<file path="config.mk">
export PLATFORM = sky130hd
export DESIGN_NAME = csd_top
export DESIGN_NICKNAME = d
export VERILOG_FILES = /design/src/hw/csd_pkg.sv /design/src/hw/csd_clk_div.sv /design/src/hw/csd_top.sv
export SDC_FILE = /design/constraint.sdc
export NUM_CORES = 1
export LEC_CHECK = 0
export ABC_AREA = 0
export BUFFER_PORTS_ARGS = -buffer_cell sky130_fd_sc_hd__buf_2
export CORE_UTILIZATION = 37
export CTS_CLUSTER_SIZE = 14
export DETAILED_ROUTE_END_ITERATION = 12
export GPL_TIMING_DRIVEN = 0
export PLACE_DENSITY = 0.54
export SLEW_MARGIN = 10
export SYNTH_ARGS = -nofsm -noshare
export SYNTH_HDL_FRONTEND = slang
export SYNTH_HIERARCHICAL = 1
export SYNTH_SLANG_ARGS = --single-unit
</file>
<file path="constraint.sdc">
create_clock -name clk -period 8.65 [get_ports clk]
set_input_delay 1.2975 -clock clk [delete_from_list [all_inputs] [get_ports clk]]
set_output_delay 1.2975 -clock clk [all_outputs]
set_load 0.02 [all_outputs]
</file>
<file path="src/hw/csd_pkg.sv">
// constants, types and shared functions for the card supply converter control
package csd_pkg;

   // ------------------------------------------------------------
   // register map
   // ------------------------------------------------------------
   localparam int          ADDR_W           = 8;
   localparam int          DATA_W           = 8;
   localparam logic [7:0]  OFS_DCDC_CONTROL = 8'hbf;
   localparam logic [7:0]  OFS_IFACE_CTRL   = 8'hc2;
   localparam logic [7:0]  OFS_CARD_CTRL    = 8'hc3;
   localparam logic [7:0]  OFS_IFACE_STATUS = 8'hc4;
   localparam logic [7:0]  OFS_INT_STATUS   = 8'hc5;
   localparam logic [7:0]  OFS_INT_MASK     = 8'hc6;

   // ------------------------------------------------------------
   // field positions and reset values
   // ------------------------------------------------------------
   localparam int          MODE_BIT         = 7;
   localparam int          RAISE_BIT        = 6;
   localparam int          BOOST_LSB        = 4;
   localparam int          DIV_LSB          = 0;
   localparam int          LEVEL_LSB        = 0;
   localparam int          SWITCH_BIT       = 0;
   localparam int          READY_BIT        = 0;
   localparam int          OVF_BIT          = 1;
   localparam int          EV_READY         = 0;
   localparam int          EV_OVC           = 1;
   localparam int          EV_REMOVED       = 2;
   localparam int          EV_W             = 3;
   localparam logic [7:0]  DCDC_RST         = 8'h00;
   localparam logic [1:0]  LEVEL_RST        = 2'h0;
   localparam logic [2:0]  INT_RST          = 3'h0;

   // ------------------------------------------------------------
   // currents and timing
   // ------------------------------------------------------------
   localparam logic [8:0]  NOMINAL_LIMIT_MA = 9'h064;   // 100 mA
   localparam logic [8:0]  RAISED_LIMIT_MA  = 9'h078;   // 120 mA
   localparam logic [8:0]  STARTUP_MA       = 9'h01e;   // 30 mA
   localparam int          CLK_MHZ          = 100;
   localparam int          SHUTDOWN_NS      = 1000;
   localparam int          SHUTDOWN_CYCLES  = (SHUTDOWN_NS * CLK_MHZ + 999) / 1000;
   localparam int          SHUT_W           = 8;

   // ------------------------------------------------------------
   // types
   // ------------------------------------------------------------
   typedef enum logic [3:0] {
      ST_OFF   = 4'h1,
      ST_START = 4'h2,
      ST_RUN   = 4'h4,
      ST_STOP  = 4'h8
   } csd_state_type;

   typedef struct packed {
      logic       enable;
      logic       regulator_mode;
      logic [1:0] level;
      logic [8:0] startup_ma;
      logic [8:0] limit_ma;
      logic       sense_en;
   } csd_conv_ctl_type;

   typedef struct packed {
      logic card_present;
      logic overcurrent;
      logic voltage_ok;
   } csd_sense_type;

   // ------------------------------------------------------------
   // functions
   // ------------------------------------------------------------
   // scale a current by the boost code: +0%, +30%, +50%, +30%
   function automatic logic [8:0] boost_scale(input logic [8:0] base, input logic [1:0] code);
      logic [12:0] prod;
      prod = 13'h0;
      unique case (code)
         2'h0: prod = {4'h0, base} * 13'h00a;
         2'h1: prod = {4'h0, base} * 13'h00d;
         2'h2: prod = {4'h0, base} * 13'h00f;
         2'h3: prod = {4'h0, base} * 13'h00d;
      endcase
      return 9'(prod / 13'h00a);
   endfunction

   // prescaler code to division factor
   function automatic logic [3:0] div_factor(input logic [3:0] code);
      logic [3:0] f;
      f = 4'hc;
      unique case (code)
         4'h0:    f = 4'h2;
         4'h1:    f = 4'h4;
         4'h2:    f = 4'h5;
         4'h3:    f = 4'h6;
         4'h4:    f = 4'h8;
         4'h5:    f = 4'ha;
         default: f = 4'hc;
      endcase
      return f;
   endfunction

endpackage

</file>
<file path="src/hw/csd_clk_div.sv">
// converter clock prescaler producing a one-cycle tick
`timescale 1ns/1ps
`default_nettype none
module csd_clk_div
   import csd_pkg::*;
#(
   parameter int CODE_W = 4
) (
   input  wire logic              clk,    // system clock
   input  wire logic              resetn, // async reset, active low
   input  wire logic              run,    // divider running
   input  wire logic [CODE_W-1:0] code,   // prescaler code
   output logic                   tick    // converter clock enable
);

   logic [3:0] cnt_q;
   logic [3:0] factor;

   assign factor = div_factor(4'(code));

   // -------------------------------------------
   // counter and tick
   // -------------------------------------------
   always_ff @(posedge clk or negedge resetn) begin
      if (!resetn) begin
         cnt_q <= 4'h0;
         tick  <= 1'b0;
      end else if (!run) begin
         cnt_q <= 4'h0;
         tick  <= 1'b0;
      end else if (cnt_q >= factor - 4'h1) begin
         cnt_q <= 4'h0;
         tick  <= 1'b1;
      end else begin
         cnt_q <= cnt_q + 4'h1;
         tick  <= 1'b0;
      end
   end
endmodule
`default_nettype wire

</file>
<file path="src/hw/csd_top.sv">
// card supply converter control: registers, interlock, sequencing, status
//
// Added by the designer: the address-and-strobe port.
`timescale 1ns/1ps
`default_nettype none
module csd_top
   import csd_pkg::*;
(
   input  wire logic              clk,              // system clock, 100 MHz
   input  wire logic              resetn,           // async reset, active low
   input  wire logic [ADDR_W-1:0] reg_addr,         // register address
   input  wire logic [DATA_W-1:0] reg_wdata,        // write data
   input  wire logic              reg_wr,           // write strobe
   input  wire logic              reg_rd,           // read strobe
   output logic [DATA_W-1:0]      reg_rdata,        // read data, cycle after strobe
   input  wire logic              card_presence_in, // card present pin, high = present
   input  wire logic              overcurrent_in,   // analog overcurrent comparator
   input  wire logic              voltage_ok_in,    // output inside its window
   output csd_conv_ctl_type       conv_ctl,         // controls to analog stage
   output logic                   conv_clk_tick,    // converter clock enable pulse
   output logic                   irq               // level interrupt
);

   // ------------------------------------------------------------
   // declarations
   // ------------------------------------------------------------
   logic [7:0]       dcdc_control_q;
   logic [1:0]       card_level_select_q;
   logic             supply_switch_on_q;
   logic             supply_ready_flag_q;
   logic             overcurrent_flag_q;
   logic [EV_W-1:0]  int_status_q;
   logic [EV_W-1:0]  int_mask_q;
   logic [EV_W-1:0]  events;
   logic [SHUT_W-1:0] stop_cnt_q;
   csd_sense_type    sense_meta_q;
   csd_sense_type    sense_q;
   csd_state_type    state_q;
   csd_state_type    state_d;
   csd_conv_ctl_type conv_d;
   logic             wr_dcdc;
   logic             wr_iface;
   logic             wr_card;
   logic             wr_istat;
   logic             wr_imask;
   logic             stop_done;
   logic             ovc_trip;
   logic             removed;
   logic             ready_d;

   assign wr_dcdc  = reg_wr && (reg_addr == OFS_DCDC_CONTROL);
   assign wr_iface = reg_wr && (reg_addr == OFS_IFACE_CTRL);
   assign wr_card  = reg_wr && (reg_addr == OFS_CARD_CTRL);
   assign wr_istat = reg_wr && (reg_addr == OFS_INT_STATUS);
   assign wr_imask = reg_wr && (reg_addr == OFS_INT_MASK);

   // ------------------------------------------------------------
   // pin synchronisers
   // ------------------------------------------------------------
   // two flops before any logic looks at the pins
   always_ff @(posedge clk or negedge resetn) begin
      if (!resetn) begin
         sense_meta_q <= '0;
         sense_q      <= '0;
      end else begin
         sense_meta_q <= '{card_present: card_presence_in,
                           overcurrent:  overcurrent_in,
                           voltage_ok:   voltage_ok_in};
         sense_q      <= sense_meta_q;
      end
   end

   // ------------------------------------------------------------
   // sequencer
   // ------------------------------------------------------------
   assign stop_done = (stop_cnt_q == SHUT_W'(SHUTDOWN_CYCLES - 1));
   // overcurrent only counts once the converter is up, card removal already counts during startup
   assign ovc_trip  = (state_q == ST_RUN) && sense_q.overcurrent;
   assign removed   = ((state_q == ST_RUN) || (state_q == ST_START)) && !sense_q.card_present;

   // next state
   always_comb begin
      state_d = state_q;
      unique case (state_q)
         ST_OFF: begin
            if (supply_switch_on_q && sense_q.card_present) begin
               state_d = ST_START;
            end
         end
         ST_START: begin
            if (removed || !supply_switch_on_q) begin
               state_d = ST_STOP;
            end else if (sense_q.voltage_ok) begin
               state_d = ST_RUN;
            end
         end
         ST_RUN: begin
            if (removed || ovc_trip || !supply_switch_on_q) begin
               state_d = ST_STOP;
            end
         end
         ST_STOP: begin
            if (stop_done) begin
               state_d = ST_OFF;
            end
         end
         default: state_d = ST_OFF;
      endcase
   end

   // state register
   always_ff @(posedge clk or negedge resetn) begin
      if (!resetn) begin
         state_q <= ST_OFF;
      end else begin
         state_q <= state_d;
      end
   end

   // shutdown discharge timer
   always_ff @(posedge clk or negedge resetn) begin
      if (!resetn) begin
         stop_cnt_q <= '0;
      end else if (state_q == ST_STOP) begin
         stop_cnt_q <= stop_cnt_q + SHUT_W'(1);
      end else begin
         stop_cnt_q <= '0;
      end
   end

   // ------------------------------------------------------------
   // converter controls
   // ------------------------------------------------------------
   // registered so the analog stage sees clean levels
   always_comb begin
      conv_d                = '0;
      conv_d.enable         = (state_d == ST_START) || (state_d == ST_RUN);
      conv_d.regulator_mode = dcdc_control_q[MODE_BIT];
      conv_d.level          = card_level_select_q;
      conv_d.startup_ma     = boost_scale(STARTUP_MA, dcdc_control_q[BOOST_LSB +: 2]);
      conv_d.limit_ma       = boost_scale(dcdc_control_q[RAISE_BIT] ? RAISED_LIMIT_MA
                                          : NOMINAL_LIMIT_MA,
                                          dcdc_control_q[BOOST_LSB +: 2]);
      conv_d.sense_en       = (state_d == ST_RUN);
   end

   always_ff @(posedge clk or negedge resetn) begin
      if (!resetn) begin
         conv_ctl <= '0;
      end else begin
         conv_ctl <= conv_d;
      end
   end

   // converter clock prescaler
   csd_clk_div #(
      .CODE_W (4)
   ) u_clk_div (
      .clk    (clk),
      .resetn (resetn),
      .run    (conv_ctl.enable),
      .code   (dcdc_control_q[DIV_LSB +: 4]),
      .tick   (conv_clk_tick)
   );

   // ------------------------------------------------------------
   // status flags
   // ------------------------------------------------------------
   assign ready_d = (state_d == ST_RUN) && sense_q.voltage_ok;

   always_ff @(posedge clk or negedge resetn) begin
      if (!resetn) begin
         supply_ready_flag_q <= 1'b0;
      end else begin
         supply_ready_flag_q <= ready_d;
      end
   end

   // set by an overcurrent shutdown, cleared by a fresh start
   always_ff @(posedge clk or negedge resetn) begin
      if (!resetn) begin
         overcurrent_flag_q <= 1'b0;
      end else if (ovc_trip) begin
         overcurrent_flag_q <= 1'b1;
      end else if (state_d == ST_START) begin
         overcurrent_flag_q <= 1'b0;
      end
   end

   // ------------------------------------------------------------
   // software registers
   // ------------------------------------------------------------
   always_ff @(posedge clk or negedge resetn) begin
      if (!resetn) begin
         dcdc_control_q <= DCDC_RST;
      end else if (wr_dcdc) begin
         dcdc_control_q <= reg_wdata;
      end
   end

   always_ff @(posedge clk or negedge resetn) begin
      if (!resetn) begin
         card_level_select_q <= LEVEL_RST;
      end else if (wr_iface) begin
         card_level_select_q <= reg_wdata[LEVEL_LSB +: 2];
      end
   end

   // switch command drops when hardware shuts the converter down
   always_ff @(posedge clk or negedge resetn) begin
      if (!resetn) begin
         supply_switch_on_q <= 1'b0;
      end else if (removed || ovc_trip) begin
         supply_switch_on_q <= 1'b0;
      end else if (wr_card) begin
         supply_switch_on_q <= reg_wdata[SWITCH_BIT];
      end
   end

   // ------------------------------------------------------------
   // interrupts
   // ------------------------------------------------------------
   always_comb begin
      events             = '0;
      events[EV_READY]   = ready_d && !supply_ready_flag_q;
      events[EV_OVC]     = ovc_trip;
      events[EV_REMOVED] = removed;
   end

   // sticky, write one to clear, a new event wins
   always_ff @(posedge clk or negedge resetn) begin
      if (!resetn) begin
         int_status_q <= INT_RST;
      end else begin
         int_status_q <= (int_status_q & ~(wr_istat ? reg_wdata[EV_W-1:0] : INT_RST)) | events;
      end
   end

   always_ff @(posedge clk or negedge resetn) begin
      if (!resetn) begin
         int_mask_q <= INT_RST;
      end else if (wr_imask) begin
         int_mask_q <= reg_wdata[EV_W-1:0];
      end
   end

   assign irq = |(int_status_q & int_mask_q);

   // ------------------------------------------------------------
   // read port
   // ------------------------------------------------------------
   always_ff @(posedge clk or negedge resetn) begin
      if (!resetn) begin
         reg_rdata <= '0;
      end else if (reg_rd) begin
         unique case (reg_addr)
            OFS_DCDC_CONTROL: reg_rdata <= dcdc_control_q;
            OFS_IFACE_CTRL:   reg_rdata <= {6'h00, card_level_select_q};
            OFS_CARD_CTRL:    reg_rdata <= {7'h00, supply_switch_on_q};
            OFS_IFACE_STATUS: reg_rdata <= {6'h00, overcurrent_flag_q, supply_ready_flag_q};
            OFS_INT_STATUS:   reg_rdata <= {5'h00, int_status_q};
            OFS_INT_MASK:     reg_rdata <= {5'h00, int_mask_q};
            default:          reg_rdata <= '0;
         endcase
      end else begin
         reg_rdata <= '0;
      end
   end
endmodule
`default_nettype wire

</file>
# [Yosys cells after proc, flatten, opt, wreduce, memory -nomap -nowiden]
# Cells that the tools add are included.
[op_classes] n_addsub=3 multipliers=3 div_mod_pow=2 n_lt_le_gt_ge=1 n_eq_ne=21 mux=22 bitwise_logic=4 n_reduce_logical=24
[op_table] operator="$pmux W13 S3" count=2
[op_table] operator="$eq A8 B8 Y1 const B" count=6
[op_table] operator="$pmux W8 S6" count=1
[op_table] operator="$mux W4" count=7
[op_table] operator="$div A13 B4 Y13 const B" count=2
[op_table] operator="$pmux W4 S6" count=1
[op_table] operator="$mul A7 B4 Y11 const B" count=2
[op_table] operator="$eq A4 B2 Y1 const B" count=4
[op_table] operator="$eq A4 B3 Y1 const B" count=4
[op_table] operator="$mux W8" count=2
[op_table] operator="$pmux W4 S4" count=1
[op_table] operator="$logic_and A1 B1 Y1" count=10
[op_table] operator="$mul A7 B3 Y10 const B" count=1
[op_table] operator="$add A8 B1 Y8 const B" count=1
[op_table] operator="$eq A4 B1 Y1 const B" count=2
[op_table] operator="$eq A8 B7 Y1 const B" count=1
[op_table] operator="$and A3 B3 Y3" count=2
[op_table] operator="$mux W1" count=6
[op_table] operator="$logic_or A1 B1 Y1" count=5
[op_table] operator="$mux W5" count=1
[op_table] operator="$add A4 B1 Y4 const B" count=1
[op_table] operator="$eq A2 B2 Y1 const B" count=2
[op_table] operator="$eq A4 B4 Y1 const B" count=1
[op_table] operator="$ge A4 B4 Y1" count=1
[op_table] operator="11 further kinds" count=14
[word_totals] reg_bits=73 input_bits=23 output_inout_bits=33 word_cells=104

# [Logic depth before layout (Yosys ltp)]
[depth] ltp_word=11 mapped_depth=15 ltp_nobuf=14

# [Modules after synthesis]
# Netlist, hierarchy kept.
[modules_own_cells] mod="csd_top" n_inst=1 cells_each=281 area_each_um2=3040.4
[modules_own_cells] mod="csd_clk_div" n_inst=1 cells_each=37 area_each_um2=355.3

# [Worst setup path after synthesis]
# Ideal clock, no wire load.
[synth_path] path_kind="flip-flop to flip-flop" start="register dcdc_control_q[6]" end="register conv_ctl[1] in the netlist's numbering" setup_ps=67 arrival_time_ps=2945 path_slack_ps=5638 stages_incl_launch_ff=15 path_buffers=3 synth_period_minus_slack_ps=3012 cell_sequence="dfrtp_1 > clkbuf_1 > clkbuf_1 > nor2_1 > a21oi_1 > ha_1 > buf_2 > o31ai_1 > a21oi_1 > ha_1 > nand2b_1 > a31oi_1 > o2bb2ai_2 > o32ai_1 > a311o_1"
[synth_rtl] element="start: declaration" line_no="csd_top.sv:27" text="logic [7:0] dcdc_control_q;"
[synth_rtl] element="start signal: assignment" line_no="csd_top.sv:197" text="dcdc_control_q <= reg_wdata;"
[synth_rtl] element="end signal: assignment" line_no="csd_top.sv:151" text="conv_ctl <= conv_d;"
[synth_rtl] element="end: declaration" line_no="csd_top.sv:19" text="output csd_conv_ctl_type conv_ctl,"

==> impl_metrics.py <==
metrics = {
    "status": {
        "status": "complete, but fails checks",
        "violations": "design-rule violations",
    },
    "place": {
        "portBuffers": 48,
        "dp_hpwl_um": 4804,
        "dpl_worst_slack_ps": 5111,
        "gp_congestion": 0.8128,
    },
    "clock_network": {
        "htree_levels": 3,
        "cts_setup_buffers": 0,
        "clock_path_buffers": 2,
        "clk_latency_ps": 340,
        "clkSinkCount": 69,
        "cts-hold-fix-buffers": 0,
        "ctsResizeCount": 0,
        "cts_tree": "yes",
        "cts_root_buf": "clkbuf_8",
        "clkTransAtPathRegs_ps": 70,
        "numCtsBuffers": 9,
    },
    "floorplan": {
        "rows": 34,
        "pin_count": 56,
        "die-area_um2": 9565,
        "dieHeight_um": 97.80,
        "die_w_um": 97.80,
        "core_um2": 8806,
        "initial_core_util_pct": 38.56,
    },
    "global_route": {
        "grt_max_degree": 43,
        "grt_pass1_vias": 2314,
        "grt_overflow": 0,
        "globalRouteTotalUtil_pct": 15.30,
        "grt_pass1_wl_um": 11390,
        "antenna_found_initial": 0,
    },
    "synth": {
        "synth_cells": 318,
        "synth_warnings": 6,
        "yosysUniqueCellTypes": 64,
        "yosys.area.top_type": "dfrtp_1",
        "synthTopCellsByCount": "68 x dfrtp_1, 34 x nor2_1, 20 x nand2_1, 18 x a21oi_1, 18 x inv_1",
        "ys.flop_type": "dfrtp_1",
        "ys_seq_elements": 69,
        "synthArstFlopShare_pct": 100.0,
        "synth.most_common_cell": "dfrtp_1",
        "seq_area_frac_synth_pct": 50.88,
        "synth.top_cell.area_share_pct": 50.11,
        "syn_avg_cell_area_um2": 10.68,
        "synth-edff-count": 0,
        "ys_top_cells_by_area": "dfrtp_1 50%, ha_1 4.1%, nor2_1 3.8%",
        "synth_area_um2": 3396,
    },
    "timing": {
        "hold_viol_final": 0,
        "fin_worst_skew_ps": 11.35,
        "fin_crit_sh_pct": 41.54,
        "whs_ps": 354.4,
        "timing.fmax_mhz": 278.3,
        "setup-tns-final_ps": 0,
        "grt_setup_unrepaired": "false",
        "period_needed_ps": 3593,
        "fin_ws_ps": 5057,
        "slew_viol_final": 0,
        "setup_viol": 0,
    },
    "routing": {
        "drt-total-wl_um": 6703,
        "antenna_left": 0,
        "vias": 2472,
        "drc": 16,
        "drtIter0Drc": 158,
        "dr.pass1.iters": 9,
        "wl_per_cell_um": 13.62,
        "routed_via_density": 5.024,
    },
    "finish": {
        "diodes": 0,
        "nNetsFinal": 415,
        "syn_to_final_growth_pct": 17.47,
        "drive_gt1_share_pct": 25.26,
    },
    "critical_path": {
        "cp_slowest_cell": "dfrtp_1",
        "cp_slowest_stage_delay_ps": 430,
        "cp.required_ps": 8880,
        "worstPathMaxFanout": 10,
        "worstPathArrival_ps": 3820,
        "endpoint_kind": "flip-flop",
        "crit_chain": "clkbuf_1, clkbuf_1, a21oi_1, ha_1, buf_2, o31ai_1, a21oi_1, ha_1, nand2b_1, a31oi_1, o2bb2ai_2, o32ai_1, a311o_1",
        "path_class": "flip-flop to flip-flop",
        "start_kind": "flip-flop",
    },
    "pwr": {
        "sw_frac_of_total_pct": 28.19,
        "p_leak_uw": 0.001932,
        "power.share.sequential_pct": 47.5,
        "p_sw_uw": 207.1,
        "pwr-share-comb_pct": 18.5,
        "powerDensity_nw_per_um2": 184.2,
        "p_int_uw": 527.5,
        "ir_drop_uv": 100.0,
        "clkPwrFrac_pct": 34.0,
        "power_uw": 734.7,
    },
    "hold_path": {
        "hold_path.class": "flip-flop to flip-flop",
    },
    "flow_run": {
        "max-cap-violations": 0,
    },
}
[critical path, delay by kind of cell, from the launching register on]
family | cells | cell delay [ps]
AOI/OAI and AO/OA | 7 | 1180
adders and majority gates | 2 | 640
buffers and inverters | 3 | 1050
DFF | 1 | 430
and+or+nand+nor | 1 | 180
[stage by stage]
step | std cells | utilization (%) | area, um^2
finish | 492 | 45.30 | 3989
global route | 492 | 45.30 | 3989
CTS | 492 | 45.30 | 3989
detailed placement | 478 | 43.21 | 3805
global placement | 477 | 42.95 | 3782
floorplan | 321 | - | 3407
[sequential cells by signal, indices dropped and copies added, names as in the netlist]
| signal | count |
|---|---|
| reg_rdata | 8 |
| sense_meta_q | 3 |
| stop_cnt_q | 8 |
| u_clk_div/cnt_q | 4 |
| int_status_q | 3 |
| dcdc_control_q | 8 |
| card_level_select_q | 2 |
| conv_ctl | 19 |
| u_clk_div/tick | 1 |
| supply_ready_flag_q | 1 |
| int_mask_q | 3 |
| sense_q | 3 |
| supply_switch_on_q | 1 |
| overcurrent_flag_q | 1 |
| state_q | 4 |
[worst paths after layout]
kind,startpoint,endpoint,slack (ps),cells past startpoint
setup / recovery,dcdc_control_q[6]$_DFFE_PN0P_,conv_ctl[1]$_DFF_PN0_,5060,13
hold / removal,sense_meta_q[1]$_DFF_PN0_,sense_q[1]$_DFF_PN0_,350,0
setup reg to reg,dcdc_control_q[6]$_DFFE_PN0P_,conv_ctl[1]$_DFF_PN0_,5060,13
hold reg to reg,sense_meta_q[1]$_DFF_PN0_,sense_q[1]$_DFF_PN0_,350,0
max in group asynchronous,resetn,int_status_q[0]$_DFF_PN0_,7250,2
min in group asynchronous,resetn,conv_ctl[2]$_DFF_PN0_,860,1
[power by group through the flow]
| stage | logic (uW) | clock network (uW) | registers [uW] |
|---|---|---|---|
| detailed placement | 136 | 0 | 355 |
| CTS | 137 | 259 | 349 |
| floorplan | 79.7 | 0 | 369 |
| global placement | 133 | 0 | 355 |
| global route | 152 | 272 | 351 |
| finish | 136 | 250 | 349 |
[logic make-up (layout without fill, tap and decap cells)]
family          count (synthesis)  in the layout  share of synthesized area [%]
buf+inv                        38            101                          5.453
simple gates                  106            106                          17.13
mux                            16             16                          6.116
xor+xnor                       12             12                          3.095
compound gates                 64             64                          13.04
other cells                     2              5                         0.2212
flops                          69             69                          50.88
fa+ha+maj                      11             11                          4.053
[routing by layer]
layer,part of all wire [%],GRT usage [%],up-vias
met5,0,0,-
met4,0.91,4.545,0
met3,5.8,5.154,6
met2,46,23.79,61
met1,47,20.31,1181
li1,-,-,1224
[final cells by class]
| type | count | area (um^2) |
|---|---|---|
| plain buffers | 19 | 113.9 |
| clock buffers | 13 | 178.9 |
| clock inverters | 1 | 5.005 |
| fillers | 831 | 4817 |
| inverters | 19 | 71.32 |
| multi-input cells | 214 | 1494 |
| flip-flops and latches | 69 | 1728 |
| well taps | 108 | 135.1 |
| repair buffers | 49 | 262.8 |
[layout by cell type, fill, tap and decap left out, types with 3 or more instances in the layout]
cell type | netlist | routed
a21oi_1 | 18 | 18
a21o_1 | 3 | 3
buf_4 | 4 | 5
and3_1 | 7 | 7
buf_6 | 3 | 3
inv_1 | 18 | 18
clkbuf_8 | 0 | 13
mux2_4 | 8 | 8
clkbuf_1 | 7 | 7
nor3_1 | 9 | 9
ha_1 | 11 | 11
and2_1 | 3 | 3
conb_1 | 2 | 5
xnor2_1 | 5 | 5
buf_2 | 4 | 51
xor2_1 | 7 | 7
mux2_1 | 6 | 6
o21ai_1 | 3 | 3
nand3_1 | 8 | 8
dfrtp_1 | 68 | 68
o21ai_0 | 11 | 11
nand2b_1 | 4 | 4
nand2_1 | 20 | 20
o211ai_1 | 3 | 3
nor2b_1 | 4 | 4
nor2_1 | 34 | 34
Power figures use the tool's default switching activity.
